`config.mk`:
```
export PLATFORM = sky130hd
export DESIGN_NAME = irq_wakeup_supply_monitor
export DESIGN_NICKNAME = d
export VERILOG_FILES = /design/src/rtl/irq_wakeup_pkg.sv /design/src/rtl/flag_edge_latch.sv /design/src/rtl/irq_wakeup_supply_monitor.sv
export SDC_FILE = /design/constraint.sdc
export NUM_CORES = 1
export LEC_CHECK = 0
export BUFFER_PORTS_ARGS = -buffer_cell sky130_fd_sc_hd__buf_2
export CORE_MARGIN = 2
export CORE_UTILIZATION = 50
export DETAILED_ROUTE_END_ITERATION = 10
export GPL_ROUTABILITY_DRIVEN = 0
export GPL_TIMING_DRIVEN = 0
export PLACE_DENSITY_LB_ADDON = 0.05
export SYNTH_ARGS = -nofsm -noshare
export SYNTH_HDL_FRONTEND = slang
export SYNTH_SLANG_ARGS = --single-unit
```
`constraint.sdc`:
```
create_clock -name clk_i -period 4.9 [get_ports clk_i]
set_input_delay 0 -clock clk_i [delete_from_list [all_inputs] [get_ports clk_i]]
set_output_delay 0 -clock clk_i [all_outputs]
set_load 0.03 [all_outputs]
```
`src/rtl/irq_wakeup_pkg.sv`:
```
// package: register map, field positions, reset values and timing counts
// assumes a 32-bit classic wishbone slave on a 100 MHz clock
package irq_wakeup_pkg;

  // =====================================================
  // geometry
  localparam int NUM_TM = 3;
  localparam int ADDR_W = 8;
  localparam int SRC_W = 2 * NUM_TM + 2;

  // =====================================================
  // register byte offsets
  localparam logic [ADDR_W-1:0] OFS_SUPPLY_MONITOR_CONTROL = 8'h00;
  localparam logic [ADDR_W-1:0] OFS_TM_FLAGS = 8'h04;
  localparam logic [ADDR_W-1:0] OFS_TM_ENABLES = 8'h08;
  localparam logic [ADDR_W-1:0] OFS_CORE_CTRL = 8'h0C;
  localparam logic [ADDR_W-1:0] OFS_IRQ_STATUS = 8'h10;
  localparam logic [ADDR_W-1:0] OFS_IRQ_MASK = 8'h14;

  // =====================================================
  // supply monitor control fields
  localparam int SUPPLY_SEL_LSB = 0;
  localparam int SUPPLY_SEL_W = 3;
  localparam int SUPPLY_ON_BIT = 4;
  localparam int SUPPLY_LOW_BIT = 5;
  localparam logic [7:0] SUPPLY_CTRL_WMASK = 8'h17;

  // tm flag / enable layout: per module i, bit 4i period, 4i+1 compare a, 4i+2 compare b
  localparam int TM_STRIDE = 4;
  localparam int TM_P_BIT = 0;
  localparam int TM_A_BIT = 1;
  localparam int TM_B_BIT = 2;
  localparam int ENHANCED_TM = 2;
  // bit 12 of flags register holds the supply-low irq flag, enables bit 12 its enable
  localparam int SUPPLY_IRQ_BIT = 12;

  // core control fields
  localparam int GLOBAL_EN_BIT = 0;
  localparam int GROUP_EN_BIT = 1;
  localparam int GROUP_FLAG_BIT = 2;
  localparam int STACK_FULL_BIT = 3;
  localparam int SLEEP_BIT = 4;

  // status / mask bits
  localparam int EV_TM_BIT = 0;
  localparam int EV_SUPPLY_BIT = 1;
  localparam int EV_WAKE_BIT = 2;
  localparam int EV_VECTOR_BIT = 3;
  localparam int EV_W = 4;

  // =====================================================
  // reset values
  localparam logic [7:0] SUPPLY_CTRL_RST = 8'h00;
  localparam logic [12:0] FLAGS_RST = 13'h0000;
  localparam logic [EV_W-1:0] MASK_RST = 4'h0;

  // =====================================================
  // timing
  localparam int CLK_MHZ = 100;
  localparam int SUPPLY_IRQ_DELAY_US = 15;
  localparam int SUPPLY_IRQ_DELAY_CYC = SUPPLY_IRQ_DELAY_US * CLK_MHZ;
  localparam int DLY_W = 12;

  // =====================================================
  // core handshake state
  typedef enum logic [2:0] {
    CORE_RUN = 3'b001,
    CORE_VECTOR = 3'b010,
    CORE_SERVICE = 3'b100
  } core_state_e;

endpackage : irq_wakeup_pkg

```
`src/rtl/flag_edge_latch.sv`:
```
// sticky request flag with software write and set-wins-over-clear
// assumes set pulse and writes come from clk_i logic
`timescale 1ns/1ps
module flag_edge_latch (
  // clock and reset
  input wire logic clk_i,
  input wire logic rst_i,
  // hardware set and software access
  input wire logic set_i,
  input wire logic hw_clear_i,
  input wire logic sw_we_i,
  input wire logic sw_val_i,
  // flag and its rising edge
  output logic flag_o,
  output logic rise_o
);

  typedef struct packed {
    logic flag;
    logic rise;
  } st_s;

  st_s st;
  st_s next_st;

  always_comb begin
    next_st = st;
    if (sw_we_i || hw_clear_i) begin
      next_st.flag = sw_we_i ? sw_val_i : 1'b0;
    end
    if (set_i) begin
      next_st.flag = 1'b1;
    end
    next_st.rise = next_st.flag & ~st.flag;
  end

  always_ff @(posedge clk_i) begin
    if (rst_i) begin
      st <= '0;
    end else begin
      st <= next_st;
    end
  end

  assign flag_o = st.flag;
  assign rise_o = st.rise;

endmodule : flag_edge_latch

```
`src/rtl/irq_wakeup_supply_monitor.sv`:
```
// interrupt request, service and wake-up logic for timer and supply sources
// assumes timer match strobes and core strobes on clk_i, comparator from a pin
//
// Summary of operation
// - two timer flags/enables, third on enhanced
// - comparator match sets timer request flag
// - vector only when all enables, pending, stack free
// - entry clears global enable and group flag
// - any flag rise wakes, enables ignored
// - flags hold until cleared by a software write; entry does not clear them
// - entry pushes only program counter
// - irq return sets global enable, plain not
// - three-bit threshold selects eight levels
// - supply-low flag reads comparator state
// - detector enable turns detector on
// - unimplemented control bits read zero
// - supply irq after fixed settling delay
// - detector works in sleep, wakes device
// - supply-low flag follows comparator unfiltered
`timescale 1ns/1ps
module irq_wakeup_supply_monitor (
  // clock and reset
  input wire logic clk_i,
  input wire logic rst_i,
  // wishbone slave
  input wire logic cyc_i,
  input wire logic stb_i,
  input wire logic we_i,
  input wire logic [irq_wakeup_pkg::ADDR_W-1:0] adr_i,
  input wire logic [3:0] sel_i,
  input wire logic [31:0] dat_i,
  output logic [31:0] dat_o,
  output logic ack_o,
  // timer comparator match strobes
  input wire logic [irq_wakeup_pkg::NUM_TM-1:0] tm_period_match_i,
  input wire logic [irq_wakeup_pkg::NUM_TM-1:0] tm_compare_a_i,
  input wire logic [irq_wakeup_pkg::NUM_TM-1:0] tm_compare_b_i,
  // supply comparator
  input wire logic supply_below_i,
  output logic supply_monitor_on_o,
  output logic [irq_wakeup_pkg::SUPPLY_SEL_W-1:0] supply_threshold_sel_o,
  // processor core
  input wire logic stack_full_i,
  input wire logic vector_ack_i,
  input wire logic [11:0] pc_i,
  input wire logic return_from_irq_i,
  input wire logic return_plain_i,
  output logic vector_req_o,
  output logic push_pc_o,
  output logic [11:0] push_pc_data_o,
  output logic global_irq_enable_o,
  // wake-up and interrupt
  output logic wake_o,
  output logic irq_o
);
  import irq_wakeup_pkg::*;

  // =====================================================
  // state
  typedef struct packed {
    core_state_e core;
    logic [7:0] supply_ctrl;
    logic [12:0] enables;
    logic global_en;
    logic group_en;
    logic group_flag;
    logic sleep;
    logic [DLY_W-1:0] dly;
    logic dly_run;
    logic [EV_W-1:0] status;
    logic [EV_W-1:0] mask;
    logic [1:0] cmp_sync;
    logic ack;
    logic [31:0] rdata;
    logic vreq;
    logic push;
    logic [11:0] push_data;
    logic wake;
    logic irq;
  } st_s;

  st_s st;
  st_s next_st;

  function automatic logic hit(input logic [ADDR_W-1:0] ofs);
    hit = cyc_i && stb_i && we_i && !st.ack && (adr_i == ofs) && sel_i[0];
  endfunction : hit

  function automatic logic implemented(input int b);
    implemented = (b % TM_STRIDE != TM_B_BIT) || (b / TM_STRIDE == ENHANCED_TM);
  endfunction : implemented

  // =====================================================
  // request flags
  logic [12:0] set_vec;
  logic [12:0] flags;
  logic [12:0] rises;
  logic [12:0] fl_we;
  logic [15:0] wr16;
  logic dly_done;

  always_comb begin
    set_vec = '0;
    for (int i = 0; i < NUM_TM; i++) begin
      set_vec[i*TM_STRIDE+TM_P_BIT] = tm_period_match_i[i];
      set_vec[i*TM_STRIDE+TM_A_BIT] = tm_compare_a_i[i];
      set_vec[i*TM_STRIDE+TM_B_BIT] = tm_compare_b_i[i] && (i == ENHANCED_TM);
    end
    set_vec[SUPPLY_IRQ_BIT] = dly_done;
  end

  assign wr16 = {(sel_i[1] ? dat_i[15:8] : 8'h00), dat_i[7:0]};
  assign fl_we = (cyc_i && stb_i && we_i && !st.ack && adr_i == OFS_TM_FLAGS)
               ? {sel_i[1], {4{sel_i[1]}}, {8{sel_i[0]}}} : 13'h0000;

  generate
    for (genvar g = 0; g < 13; g++) begin : g_flag
      if (implemented(g) || g == SUPPLY_IRQ_BIT) begin : g_impl
        flag_edge_latch u_flag (
          .clk_i(clk_i),
          .rst_i(rst_i),
          .set_i(set_vec[g]),
          .hw_clear_i(1'b0),
          .sw_we_i(fl_we[g]),
          .sw_val_i(wr16[g]),
          .flag_o(flags[g]),
          .rise_o(rises[g])
        );
      end else begin : g_none
        assign flags[g] = 1'b0;
        assign rises[g] = 1'b0;
      end
    end
  endgenerate

  // =====================================================
  // next state
  logic pending;
  logic take;
  logic supply_low;

  assign supply_low = st.cmp_sync[1] && st.supply_ctrl[SUPPLY_ON_BIT];
  assign dly_done = st.dly_run && (st.dly == DLY_W'(SUPPLY_IRQ_DELAY_CYC - 1));
  assign pending = |(flags & st.enables);
  assign take = st.global_en && st.group_en && st.group_flag && !stack_full_i;

  always_comb begin
    next_st = st;
    next_st.cmp_sync = {st.cmp_sync[0], supply_below_i};
    next_st.ack = cyc_i && stb_i && !st.ack;
    next_st.push = 1'b0;
    // supply-low settling delay, restarted when the flag rises, cleared when it drops
    if (!supply_low) begin
      next_st.dly_run = 1'b0;
      next_st.dly = '0;
    end else if (!st.supply_ctrl[SUPPLY_LOW_BIT]) begin
      next_st.dly_run = 1'b1;
      next_st.dly = '0;
    end else if (dly_done) begin
      next_st.dly_run = 1'b0;
    end else if (st.dly_run) begin
      next_st.dly = st.dly + 1'b1;
    end
    next_st.supply_ctrl[SUPPLY_LOW_BIT] = supply_low;
    if (hit(OFS_SUPPLY_MONITOR_CONTROL)) begin
      next_st.supply_ctrl = (dat_i[7:0] & SUPPLY_CTRL_WMASK)
                          | (next_st.supply_ctrl & ~SUPPLY_CTRL_WMASK);
    end
    if (cyc_i && stb_i && we_i && !st.ack && adr_i == OFS_TM_ENABLES) begin
      for (int b = 0; b < 13; b++) begin
        if ((b < 8 ? sel_i[0] : sel_i[1]) && (implemented(b) || b == SUPPLY_IRQ_BIT)) begin
          next_st.enables[b] = dat_i[b];
        end
      end
    end
    if (hit(OFS_CORE_CTRL)) begin
      next_st.global_en = dat_i[GLOBAL_EN_BIT];
      next_st.group_en = dat_i[GROUP_EN_BIT];
      next_st.group_flag = dat_i[GROUP_FLAG_BIT];
      next_st.sleep = dat_i[SLEEP_BIT];
    end
    if (pending) begin
      next_st.group_flag = 1'b1;
    end
    unique case (st.core)
      CORE_RUN: begin
        next_st.vreq = 1'b0;
        if (return_from_irq_i) begin
          next_st.global_en = 1'b1;
        end
        if (take) begin
          next_st.core = CORE_VECTOR;
          next_st.vreq = 1'b1;
        end
      end
      CORE_VECTOR: begin
        if (vector_ack_i) begin
          next_st.vreq = 1'b0;
          next_st.global_en = 1'b0;
          next_st.group_flag = 1'b0;
          next_st.push = 1'b1;
          next_st.push_data = pc_i;
          next_st.sleep = 1'b0;
          next_st.core = CORE_SERVICE;
        end
      end
      CORE_SERVICE: begin
        if (return_from_irq_i) begin
          next_st.global_en = 1'b1;
          next_st.core = CORE_RUN;
        end else if (return_plain_i) begin
          next_st.core = CORE_RUN;
        end
      end
    endcase
    // wake on any flag rise, independent of enables
    next_st.wake = st.sleep && (|rises);
    if (next_st.wake) begin
      next_st.sleep = 1'b0;
    end
    // event status, set wins over write-one-to-clear
    if (hit(OFS_IRQ_STATUS)) begin
      next_st.status = st.status & ~dat_i[EV_W-1:0];
    end
    if (|rises[11:0]) next_st.status[EV_TM_BIT] = 1'b1;
    if (rises[SUPPLY_IRQ_BIT]) next_st.status[EV_SUPPLY_BIT] = 1'b1;
    if (next_st.wake) next_st.status[EV_WAKE_BIT] = 1'b1;
    if (st.core == CORE_VECTOR && vector_ack_i) next_st.status[EV_VECTOR_BIT] = 1'b1;
    if (hit(OFS_IRQ_MASK)) begin
      next_st.mask = dat_i[EV_W-1:0];
    end
    next_st.irq = |(next_st.status & next_st.mask);
    // read data
    next_st.rdata = 32'h0000_0000;
    if (cyc_i && stb_i && !we_i && !st.ack) begin
      unique case (adr_i)
        OFS_SUPPLY_MONITOR_CONTROL: next_st.rdata = {24'h000000, st.supply_ctrl};
        OFS_TM_FLAGS: next_st.rdata = {19'h00000, flags};
        OFS_TM_ENABLES: next_st.rdata = {19'h00000, st.enables};
        OFS_CORE_CTRL: next_st.rdata = {27'h0000000, st.sleep, stack_full_i,
                                        st.group_flag, st.group_en, st.global_en};
        OFS_IRQ_STATUS: next_st.rdata = {28'h0000000, st.status};
        OFS_IRQ_MASK: next_st.rdata = {28'h0000000, st.mask};
        default: next_st.rdata = 32'h0000_0000;
      endcase
    end
  end

  always_ff @(posedge clk_i) begin
    if (rst_i) begin
      st <= '0;
      st.core <= CORE_RUN;
      st.supply_ctrl <= SUPPLY_CTRL_RST;
      st.mask <= MASK_RST;
    end else begin
      st <= next_st;
    end
  end

  // =====================================================
  // outputs
  assign dat_o = st.rdata;
  assign ack_o = st.ack;
  assign supply_monitor_on_o = st.supply_ctrl[SUPPLY_ON_BIT];
  assign supply_threshold_sel_o = st.supply_ctrl[SUPPLY_SEL_LSB +: SUPPLY_SEL_W];
  assign vector_req_o = st.vreq;
  assign push_pc_o = st.push;
  assign push_pc_data_o = st.push_data;
  assign global_irq_enable_o = st.global_en;
  assign wake_o = st.wake;
  assign irq_o = st.irq;

endmodule : irq_wakeup_supply_monitor

```
==> results, run 1 <==
- The number of fill cells is 710.
- STA classifies the critical path endpoint as a flop.
- The arithmetic-cell share of the synthesized area counting full adders, half adders and majority gates is 0.293%.
- The flop-to-flop setup slack is 2.59 ns.
- The post-place instance area is 0.00488 mm2.
- The average instance in the mapped netlist occupies 9.00 um2.
- The startpoint of the worst hold path is vector_ack_i.
- Multiplexer cells account for 9.09% of the synthesized area.
- The combinational family with the most area after synthesis is simple AND/OR/NAND/NOR gates.
- The part of the cycle the worst path needs is 47.2%.
- The core region is 0.00826 mm2.
- For this run the aggregate overflow at the end of global routing stands at 0.
- In the post-synthesis netlist, the biggest area contributors are dfxtp_1 (46%), buf_4 (8.3%), mux2i_1 (7.5%), nor2_1 (5.6%), a21oi_1 (4.7%).
- The endpoint required time on the critical path is 5.14 ns.
- The area taken by flip-flops and latches is 0.00196 mm2.
- The number of vias in the routed layout is 3,741.
- Setup repair after global routing left no endpoint under its margin.
- The worst hold path passes through 3 cells.
- Setup total negative slack on the finished layout was measured at 0 ns.
- The most frequent cell after synthesis is dfxtp_1.
- The number of failing hold endpoints at the final stage is 0.
- The measured slew at the worst slew-check pin is 0.844 ns.
- In this run the power density over the cells is 281 mW/mm2.
- In the synthesized netlist the async set-or-reset flop fraction comes to 0%.
- The share of final-layout standard cells stronger than drive strength 1 is 25.1%.
- Entering global routing, the biggest net connects 17 pins.
- The violation count after the first detailed-routing iteration is 244.
- In this run the clock root is driven by a clkbuf_8.
- The leakage power summed over all cells is 2.40 nW.
- The number of clock buffers added by TritonCTS is 9.
- After Yosys synthesis, and, or, nand and nor cells account for 21.4% of the synthesized area.
- The first detailed-routing pass ran for 5 iterations.
- The largest area contributor in the synthesized netlist is dfxtp_1.
- Of all nets on the critical path, the largest fanout is 3.
- Counting flops with a built-in enable in the synthesized netlist gives 0.
- For the worst setup path, the data arrival time is 2.55 ns.
- Sorting the synthesized cells by how often they occur yields dfxtp_1 (98), nor2_1 (64), nand2_1 (51).
- Max-cap violations in this run came to 0.
- The minimum period implied by the final worst setup slack is 2.31 ns.
- The clock sink total is 98.
- Summed over all nets, wire length on met2 after detailed routing comes to 5.00 mm.
- The number of nets with antenna violations after routing is 0.
- The cell count after synthesis is 474.
- The I/O pin count is 129.
- Measured against its own limit, the worst slew margin works out to 43.3%.
- For hold timing, the worst endpoint is global_irq_enable_o.
- In this run the critical register-to-register path is captured at irq_o.
- In this run the horizontal extent of the chip is 96.4 um.
- The number of DRC violations after detailed routing is 0.
- The post-route cell area is 0.00547 mm2.
- The initial antenna violation count is 0.
- The combined area of the multi-input logic cells is 0.00193 mm2.
- The clock latency on the worst-skew pair is 0.37 ns.
- In the global route stage, overall resource usage came out at 23.1%.
- The number of distinct standard cells referenced by the synthesized netlist is 53.
- 0 antenna diodes ended up in the layout.
- The die covers 0.00929 mm2.
- The via count normalized by instance count is 5.09.
- Setup violations remaining at the end of the flow were counted as 0.
- The post-CTS setup-driven buffer insertion count is 0.
- The highest layer used for signal routing is met4.
- The count of pins over their slew limit is 0.
- The total routed wire length on the met1 layer is 4.52 mm.
- The post-synthesis share of cell area spent on xor and xnor gates is 2.26%.
- The met3 layer wire length in the routed design is 644 um.
- On the final layout, the worst clock skew is 0.0101 ns.
- The y dimension of the die is 96.4 um.
- Summing the areas of all compound-gate instances in the mapped netlist gives 10.4% of the synthesized area.
- After clock tree synthesis, the clock-pin slew on the worst setup and hold paths is 0.10 ns.
- Summing every instance area after synthesis gives 0.00427 mm2.
- The synthesized flop and latch total is 98.
- In this run the critical register-to-register path is launched from g_flag[9].g_impl.u_flag.rise_o.
- Once the floorplan was initialized, standard cells occupied 51.7% of the core.
- The most critical setup path has its startpoint at g_flag[9].g_impl.u_flag.rise_o.
- The CTS tree is done.
- The type of the worst setup path is reg -> reg.
- The most used flip-flop cell after synthesis is dfxtp_1.
- The net count of the finished layout is 701.
- Static timing analysis puts the maximum clock frequency at 0.432 GHz.
- The worst-case IR drop observed on VDD is 0.000144 V.
- The floorplan has 33 rows.
- The total of buffers placed on input and output ports is 82.
- The half-perimeter wire length after detailed placement is 7.41 mm.
- No sink is reached through more buffers than the 2 on the longest clock path.
- In the final routed layout, each cell accounts on average for 14.1 um.
- The run finished with clean final reports.
- The number of global-route vias before repair is 3,361.
- The share of the synthesized area in the top cell type is 46.0%.
- The signed area change from the synthesized netlist to the final layout is 28.3%.
- The share of the Yosys chip area taken by registers is 46.0%.
- The worst hold-check path type is in -> reg.
- The wire length of the first global-routing pass is 16.2 mm.
- The startpoint type of the worst setup path is a flop.
- The H-tree was split into 3 levels.
- The Yosys step of the flow raised 0 warnings.
- For the worst flop-to-flop path, the logic depth is 5.
- The wire length reported by the detailed router is 10.4 mm.
[repair_timing]
action                                 CTS  global route
hold buffers                            39             0
resized for setup                        0             0
endpoints found under the hold margin   60             0
[flip-flops by register name, indices dropped and copies added, names as in the netlist]
signal / count
ack_o: 1
dat_o: 13
g_flag.g_impl.u_flag.flag_o: 11
g_flag.g_impl.u_flag.rise_o: 11
global_irq_enable_o: 1
irq_o: 1
next_st: 1
push_pc_data_o: 12
push_pc_o: 1
st: 40
supply_monitor_on_o: 1
supply_threshold_sel_o: 3
vector_req_o: 1
wake_o: 1
[cell type report]
cell class | instances | area share (%)
multi-input combinational | 323 | 35.2
timing repair buffer | 121 | 14.6
inverter | 2 | 0.137
clock inverter | 6 | 1.19
clock buffer | 10 | 2.51
sequential | 98 | 35.8
buffer | 70 | 8.05
tap | 105 | 2.40
[power breakdown]
group	total [mW]	switching [mW]	internal, mW	leakage, nW
clock	0.540	0.289	0.251	0.103
combinational	0.177	0.0987	0.0778	1.51
sequential	0.822	0.0103	0.811	0.795
total	1.54	0.398	1.14	2.40
[metal layers]
metal / up-vias / GRT usage [%]
met5: - / 0
li1: 1871 / -
met2: 132 / 38.4
met3: 19 / 3.34
met4: 0 / 10.8
met1: 1719 / 29.7
[worst max path at each step]
stage	end	cells after the start	slack (ns)
floorplan	irq_o	6	3.10
global placement	irq_o	5	2.66
detailed placement	irq_o	5	2.65
CTS	irq_o	5	2.62
global route	irq_o	5	2.53
finish	irq_o	5	2.59
[kinds of logic (layout without fill, tap and decap cells)]
kind of cell    Yosys count  in the layout
buf+inv                  72            209
mux                      35             35
other cells               1             20
simple gates            185            185
xor+xnor                 11             11
compound gates           71             71
flops                    98             98
fa+ha+maj                 1              1
[metrics by stage]
| stage | total power, mW | setup slack (ns) | utilization (%) | std cells | hold slack [ns] |
|---|---|---|---|---|---|
| floorplan | 0.941 | 3.10 | - | 493 | 0.128 |
| global placement | 0.989 | 2.66 | 59.1 | 680 | 0.209 |
| detailed placement | 0.991 | 2.65 | 59.1 | 680 | 0.212 |
| CTS | 1.54 | 2.62 | 66.3 | 735 | 0.0100 |
| global route | 1.59 | 2.53 | 66.3 | 735 | 0.0159 |
| finish | 1.54 | 2.59 | 66.3 | 735 | 0.0216 |
[cells in the final DEF, fill, tap and decap left out, types with 3 or more instances in the layout]
cell            n
a22oi_1        10
nor4b_1         3
dlygate4sd3_1  39
nor3_1         14
xor2_1          8
mux4_2          3
xnor2_1         3
nor2b_1         8
buf_4          47
clkbuf_1       22
nand4_1        11
buf_2          83
clkbuf_8       10
conb_1         20
a21oi_1        40
dfxtp_1        98
nor2_1         64
nand3_1         9
nand2_1        51
mux2i_1        32
or4_1           3
[critical path, stage by stage, from the launching register on]
cell	delay [ns]
dfxtp_1	0.31
or4_1	0.58
o41ai_1	0.72
a21boi_1	0.30
o22a_1	0.20
a21oi_1	0.07
Note: power is estimated with default switching activity, not from simulation.
==> run 2: changes to the inputs <==
Clock period 4.9 ns to 2.25 ns, I/O delays scaled along.
==> results, run 2 (same netlist as run 1, synthesis figures left out) <==
- For this configuration, the core starts out at a cell density of 51.7%.
- The signed area change from the synthesized netlist to the final layout is 28.7%.
- The detailed router placed 3,760 vias in this run.
- CTS saw 98 sinks.
- Dividing the final minimum period by the clock period gives 92.1%.
- The number of DRC violations after detailed routing is 0.
- In the layout the commonest cells are dfxtp_1 (98), buf_2 (83), nor2_1 (64), nand2_1 (51), buf_4 (47).
- The clock passes through at most 2 buffers.
- The final worst clock skew is 0.0101 ns.
- The highest ir drop seen on vdd is 0.000315 V.
- The y dimension of the die is 96.4 um.
- Measured against its own limit, the worst slew margin works out to 55.5%.
- The detail route stage leaves a number of antenna-violating nets equal to 0.
- The count of max-cap constraint violations is 0.
- Cells with a size suffix above 1 make up 25.4% of the layout.
- Leaving out fill and tap cells, the most frequent cell in the layout is dfxtp_1.
- The number of setup buffers added after CTS is 0.
- Counting the fill cells in the layout gives 705.
- The run finished with clean final reports.
- The wire length reported by the detailed router is 10.4 mm.
- The clock tree synthesis step divided the H-tree into 3 levels.
- st holds more flip-flops than any other register.
- In the routed layout, each cell is associated on average with a via count of 5.12.
- The final cell count without fillers is 735.
- The number of antenna repair diodes is 0.
- Power spread over the standard cell area amounts to 609 mW/mm2.
- Counting the buffers created by CTS gives 9.
- The half-perimeter wire length after detailed placement is 7.41 mm.
- In this run the core area contains 33 standard-cell rows.
- Setup repair after global routing left no endpoint under its margin.
- The clock tree root buffer cell is clkbuf_8.
- The endpoint required time on the critical path is 2.48 ns.
- The final count of negative-setup-slack endpoints is 0.
- The worst path needs 2.07 ns of the cycle, external delays included.
- After detailed routing, the average wire length per cell comes to 14.1 um.
- The clock latency on the worst-skew pair is 0.37 ns.
- The worst setup path is captured at a flop.
- The startpoint type of the worst setup path is a flop.
- The aggregate global routing overflow is 0.
- For the pin with the worst max-slew slack, the measured transition is 0.667 ns.
- In this run the worst path has a maximum fanout of 3.
- For this run, the detailed router's first-pass iteration total came to 4.
- TritonCTS built the clock tree.
- Global routing used 23.1% of the available tracks.
- The type of the worst setup path is reg -> reg.
- In this run the standard cell core region covers 0.00826 mm2.
- For this block, the initial DRC count from the detailed router was 199.
- The data arrival time of the worst path is 2.31 ns.
- The post-layout total power is 3.35 mW.
- For this run, the post-layout net count is 701.
- The x dimension of the die is 96.4 um.
- The clock-pin slew on the worst setup and hold paths is 0.09 ns.
- Derived from the worst setup path, the maximum achievable clock frequency is 0.483 GHz.
- The die area is 0.00929 mm2.
- Summed over all failing endpoints, the final setup total negative slack is 0 ns.
- The first global-routing pass estimated 16.2 mm of wire.
- The cell total after placement is 680.
- The register with the most flip-flops in the layout has 40 of them.
- 129 I/O pins were placed.
- The count of pins over their slew limit is 0.
- The worst hold-check path type is in -> reg.
- The leakage power summed over all cells is 2.42 nW.
- In this run the tool buffered the top-level ports with 82 buffer cells.
- The initial antenna violation count is 0.
- The number of global-route vias before repair was 3,360.
- The largest net degree at the start of global routing is 17.
- The number of failing hold endpoints at the final stage came to 0.
## run 2: cell counts in the layout (fill, tap and decap cells not counted)
Identical to the previous run, type by type.
## run 2: repair_timing
item / in CTS / in global routing
hold buffers: 39 / 0
hold endpoints to repair: 60 / 0
resized for setup: 1 / 2
endpoints found under the setup margin: 1 / 10
## run 2: cell type report
type	count	area, um2	share of cell area [%]
multi-input combinational	323	1950	35.5
inverter	2	7.51	0.137
clock buffer	10	138	2.51
sequential	98	1960	35.7
timing repair buffer	121	801	14.6
buffer	70	440	8.02
tap	105	131	2.39
clock inverter	6	65.1	1.18
## run 2: worst max-delay path, cell delays in order (launching register included)
cell and delay [ns]:
dfxtp_1 0.31, or4_1 0.59, o41ai_2 0.49, a21boi_1 0.28, o22a_1 0.20, a21oi_1 0.07
## run 2: per-stage QoR
step                setup WS (ns)  hold slack [ns]  util (%)  instance area, um2
floorplan                   0.450            0.128         -                4340
global placement           0.0115            0.209      59.1                4880
detailed placement        0.00179            0.212      59.1                4880
CTS                         0.114           0.0100      66.4                5480
global route               0.0486           0.0159      66.5                5490
finish                      0.178           0.0208      66.5                5490
## run 2: path summary, 6_finish.rpt
check                                           end  cells past startpoint                            from  slack [ns]
worst min-delay path            global_irq_enable_o                      3                    vector_ack_i        0.02
worst min register to register               st[50]                      1                     next_st[50]        0.45
worst max-delay path                          irq_o                      5  g_flag[9].g_impl.u_flag.rise_o        0.18
worst max register to register                irq_o                      5  g_flag[9].g_impl.u_flag.rise_o        0.18
## run 2: per-layer routing
layer	GRT usage, %	up-vias	wire (um)
met2	38.4	131	5040
li1	-	1879	-
met3	3.34	20	681
met1	29.7	1730	4400
met5	0	-	0
met4	10.8	0	239
## run 2: report_power, final
| group | leakage, nW | switching, mW | internal, mW | total, mW |
|---|---|---|---|---|
| clock network | 0.103 | 0.625 | 0.547 | 1.17 |
| logic | 1.52 | 0.217 | 0.170 | 0.386 |
| registers | 0.795 | 0.0218 | 1.77 | 1.79 |
| total | 2.42 | 0.863 | 2.48 | 3.35 |
==> run 3: changes to the inputs <==
Settings changed: REMOVE_ABC_BUFFERS set to 1.
==> results, run 3 (same netlist as run 1, synthesis figures left out) <==
- The flow ran to the end, and the final reports show no timing, DRC or antenna violations.
- The leakage power summed over all cells is 2.14 nW.
- The clock latency on the worst-skew pair is 0.36 ns.
- For this design the ratio of total power to cell area is 651 mW/mm2.
- Compared with the post-synthesis result, the final layout area differs by 18.5%.
- The worst setup path is launched from a flop.
- The post-layout total power is 3.29 mW.
- The highest achievable clock rate is 0.466 GHz.
- The share of final-layout standard cells stronger than drive strength 1 is 20.6%.
- The die area is 0.00929 mm2.
- The clock tree root buffer cell is clkbuf_8.
- The final worst clock skew is 0.0124 ns.
- The measured slew at the worst slew-check pin is 1.33 ns.
- The worst hold path passes through 3 cells.
- 129 I/O pins were placed.
- For this block, the via count after detailed routing is 3,508.
- The register bank with the most flops is st.
- The endpoint required time on the critical path is 2.52 ns.
- The count of max-cap constraint violations is 0.
- Data arrives at the worst endpoint at 2.42 ns.
- Leaving out fill and tap cells, the most frequent cell in the layout is dfxtp_1.
- The flip-flop count of the largest register, all copies and words added is 40.
- The core region is 0.00826 mm2.
- At the end of the flow, the number of nets in the layout was 634.
- CTS built an H-tree with a depth of 3.
- Clock-pin slew was measured on the worst setup and hold paths at 0.10 ns.
- The number of antenna repair diodes is 0.
- The placed instances occupy a cell area of 0.00447 mm2.
- The type of the worst setup path is reg -> reg.
- The x dimension of the die is 96.4 um.
- Entering global routing, the biggest net connects 72 pins.
- The number of clock buffers inserted by TritonCTS is 9.
- In this run the tool buffered the top-level ports with 85 buffer cells.
- Row generation in the floorplan step produced 33 rows.
- The violation count after the first detailed-routing iteration is 182.
- The first global-routing pass estimated 15.2 mm of wire.
- The number of nets with antenna violations after routing is 0.
- The wire length reported by the detailed router is 9.69 mm.
- The number of DRC violations after detailed routing is 0.
- For the worst flop-to-flop path, the logic depth is 5.
- The final count of negative-setup-slack endpoints is 0.
- The initial antenna violation count is 0.
- Summed over all layers, the global routing overflow is 0.
- Global routing used 21.3% of the available tracks.
- The y dimension of the die is 96.4 um.
- The kind of capture point of the worst setup path is a flop.
- The first detailed-routing pass took 4 iterations.
- The CTS tree is done.
- The maximum clock path buffer count is 2.
- The worst hold-check path type is in -> reg.
- The count of pins over their slew limit came to 0.
- The part of the cycle the worst path needs is 95.4%.
- The highest ir drop seen on vdd is 0.000302 V.
- Counting the fill cells in the layout gives 766.
- The initial utilization of the core area, before any placement, comes to 51.7%.
- Summed over all nets, the half-perimeter wirelength after detailed placement is 6.62 mm.
- The worst slew slack as a fraction of its limit is 11.4%.
- The library cells used most frequently in the layout, excluding fill and tap cells, are dfxtp_1 (98), buf_2 (85), nor2_1 (64), nand2_1 (51), a21oi_1 (40).
- The number of global-route vias before repair came to 2,993.
- The clock sink total is 98.
- Of all nets on the critical path, the largest fanout is 11.
- Subtracting the final worst setup slack from the clock period gives 2.15 ns.
- The post-route cell area is 0.00506 mm2.
- The number of failing hold endpoints at the final stage came to 0.
- Setup repair after global routing left no endpoint under its margin.
- In the routed layout, each cell is associated on average with a via count of 5.25.
- In the final routed layout, each cell accounts on average for 14.5 um.
## run 3: cell types whose count changed in the layout (fill, tap and decap cells not counted)
| cell | before | now |
|---|---|---|
| clkinv_4 | 1 | 0 |
| clkbuf_8 | 10 | 9 |
| buf_2 | 83 | 85 |
| buf_6 | 0 | 1 |
| buf_4 | 47 | 0 |
| nor3b_4 | 1 | 0 |
| inv_6 | 1 | 4 |
| nor3b_2 | 0 | 1 |
| clkinvlp_4 | 1 | 0 |
| clkbuf_1 | 22 | 0 |
| dlygate4sd3_1 | 39 | 38 |
## run 3: path summary, 6_finish.rpt
| path | start | end | slack (ns) |
|---|---|---|---|
| max | ack_o | g_flag[9].g_impl.u_flag.rise_o | 0.10 |
| max reg2reg | ack_o | g_flag[9].g_impl.u_flag.rise_o | 0.10 |
| min | vector_ack_i | global_irq_enable_o | 0.03 |
| min reg2reg | next_st[50] | st[50] | 0.45 |
## run 3: cell type report
cell class	instances	area [um2]	share of cell area, %
timing repair buffer	124	817	16.2
clock inverter	7	75.1	1.48
tap	105	131	2.60
inverter	2	7.51	0.148
sequential	98	1960	38.8
multi-input combinational	323	1940	38.4
clock buffer	9	124	2.45
## run 3: metrics by stage
stage	hold WS [ns]	setup WS (ns)	TNS, ns	std cells	utilization, %
finish	0.0273	0.103	0	668	61.3
global placement	0.207	-0.322	-0.451	613	54.0
global route	0.0439	0.00608	0	668	61.3
CTS	0.0216	0.113	0	668	61.3
detailed placement	0.220	-0.0779	-0.0779	614	54.2
floorplan	0.0646	0.344	0	423	-
## run 3: per-layer routing
| metal | vias up | track usage [%] | wire [um] |
|---|---|---|---|
| li1 | 1747 | - | - |
| met1 | 1646 | 30.2 | 4550 |
| met2 | 111 | 33.5 | 4510 |
| met3 | 4 | 3.72 | 571 |
| met4 | 0 | 5.63 | 55 |
| met5 | - | 0 | 0 |
## run 3: worst max-delay path: stages (launching register included)
cell	delay, ns
dfxtp_1	0.33
and4b_1	0.51
and4_1	0.41
a21oi_1	0.10
dlygate4sd3_1	0.57
nor3_1	0.14
## run 3: repair_timing
| action | 4_1_cts | 5_1_grt |
|---|---|---|
| hold buffers | 38 | 0 |
| setup buffers | 0 | 0 |
| gates resized for setup | 1 | 0 |
| setup endpoints to repair | 1 | 0 |
| endpoints found under the hold margin | 57 | 0 |
## run 3: report_power, final
group / switching [mW] / total [mW] / internal (mW)
combinational: 0.191 / 0.328 / 0.138
sequential: 0.0320 / 1.80 / 1.77
clock: 0.640 / 1.17 / 0.527
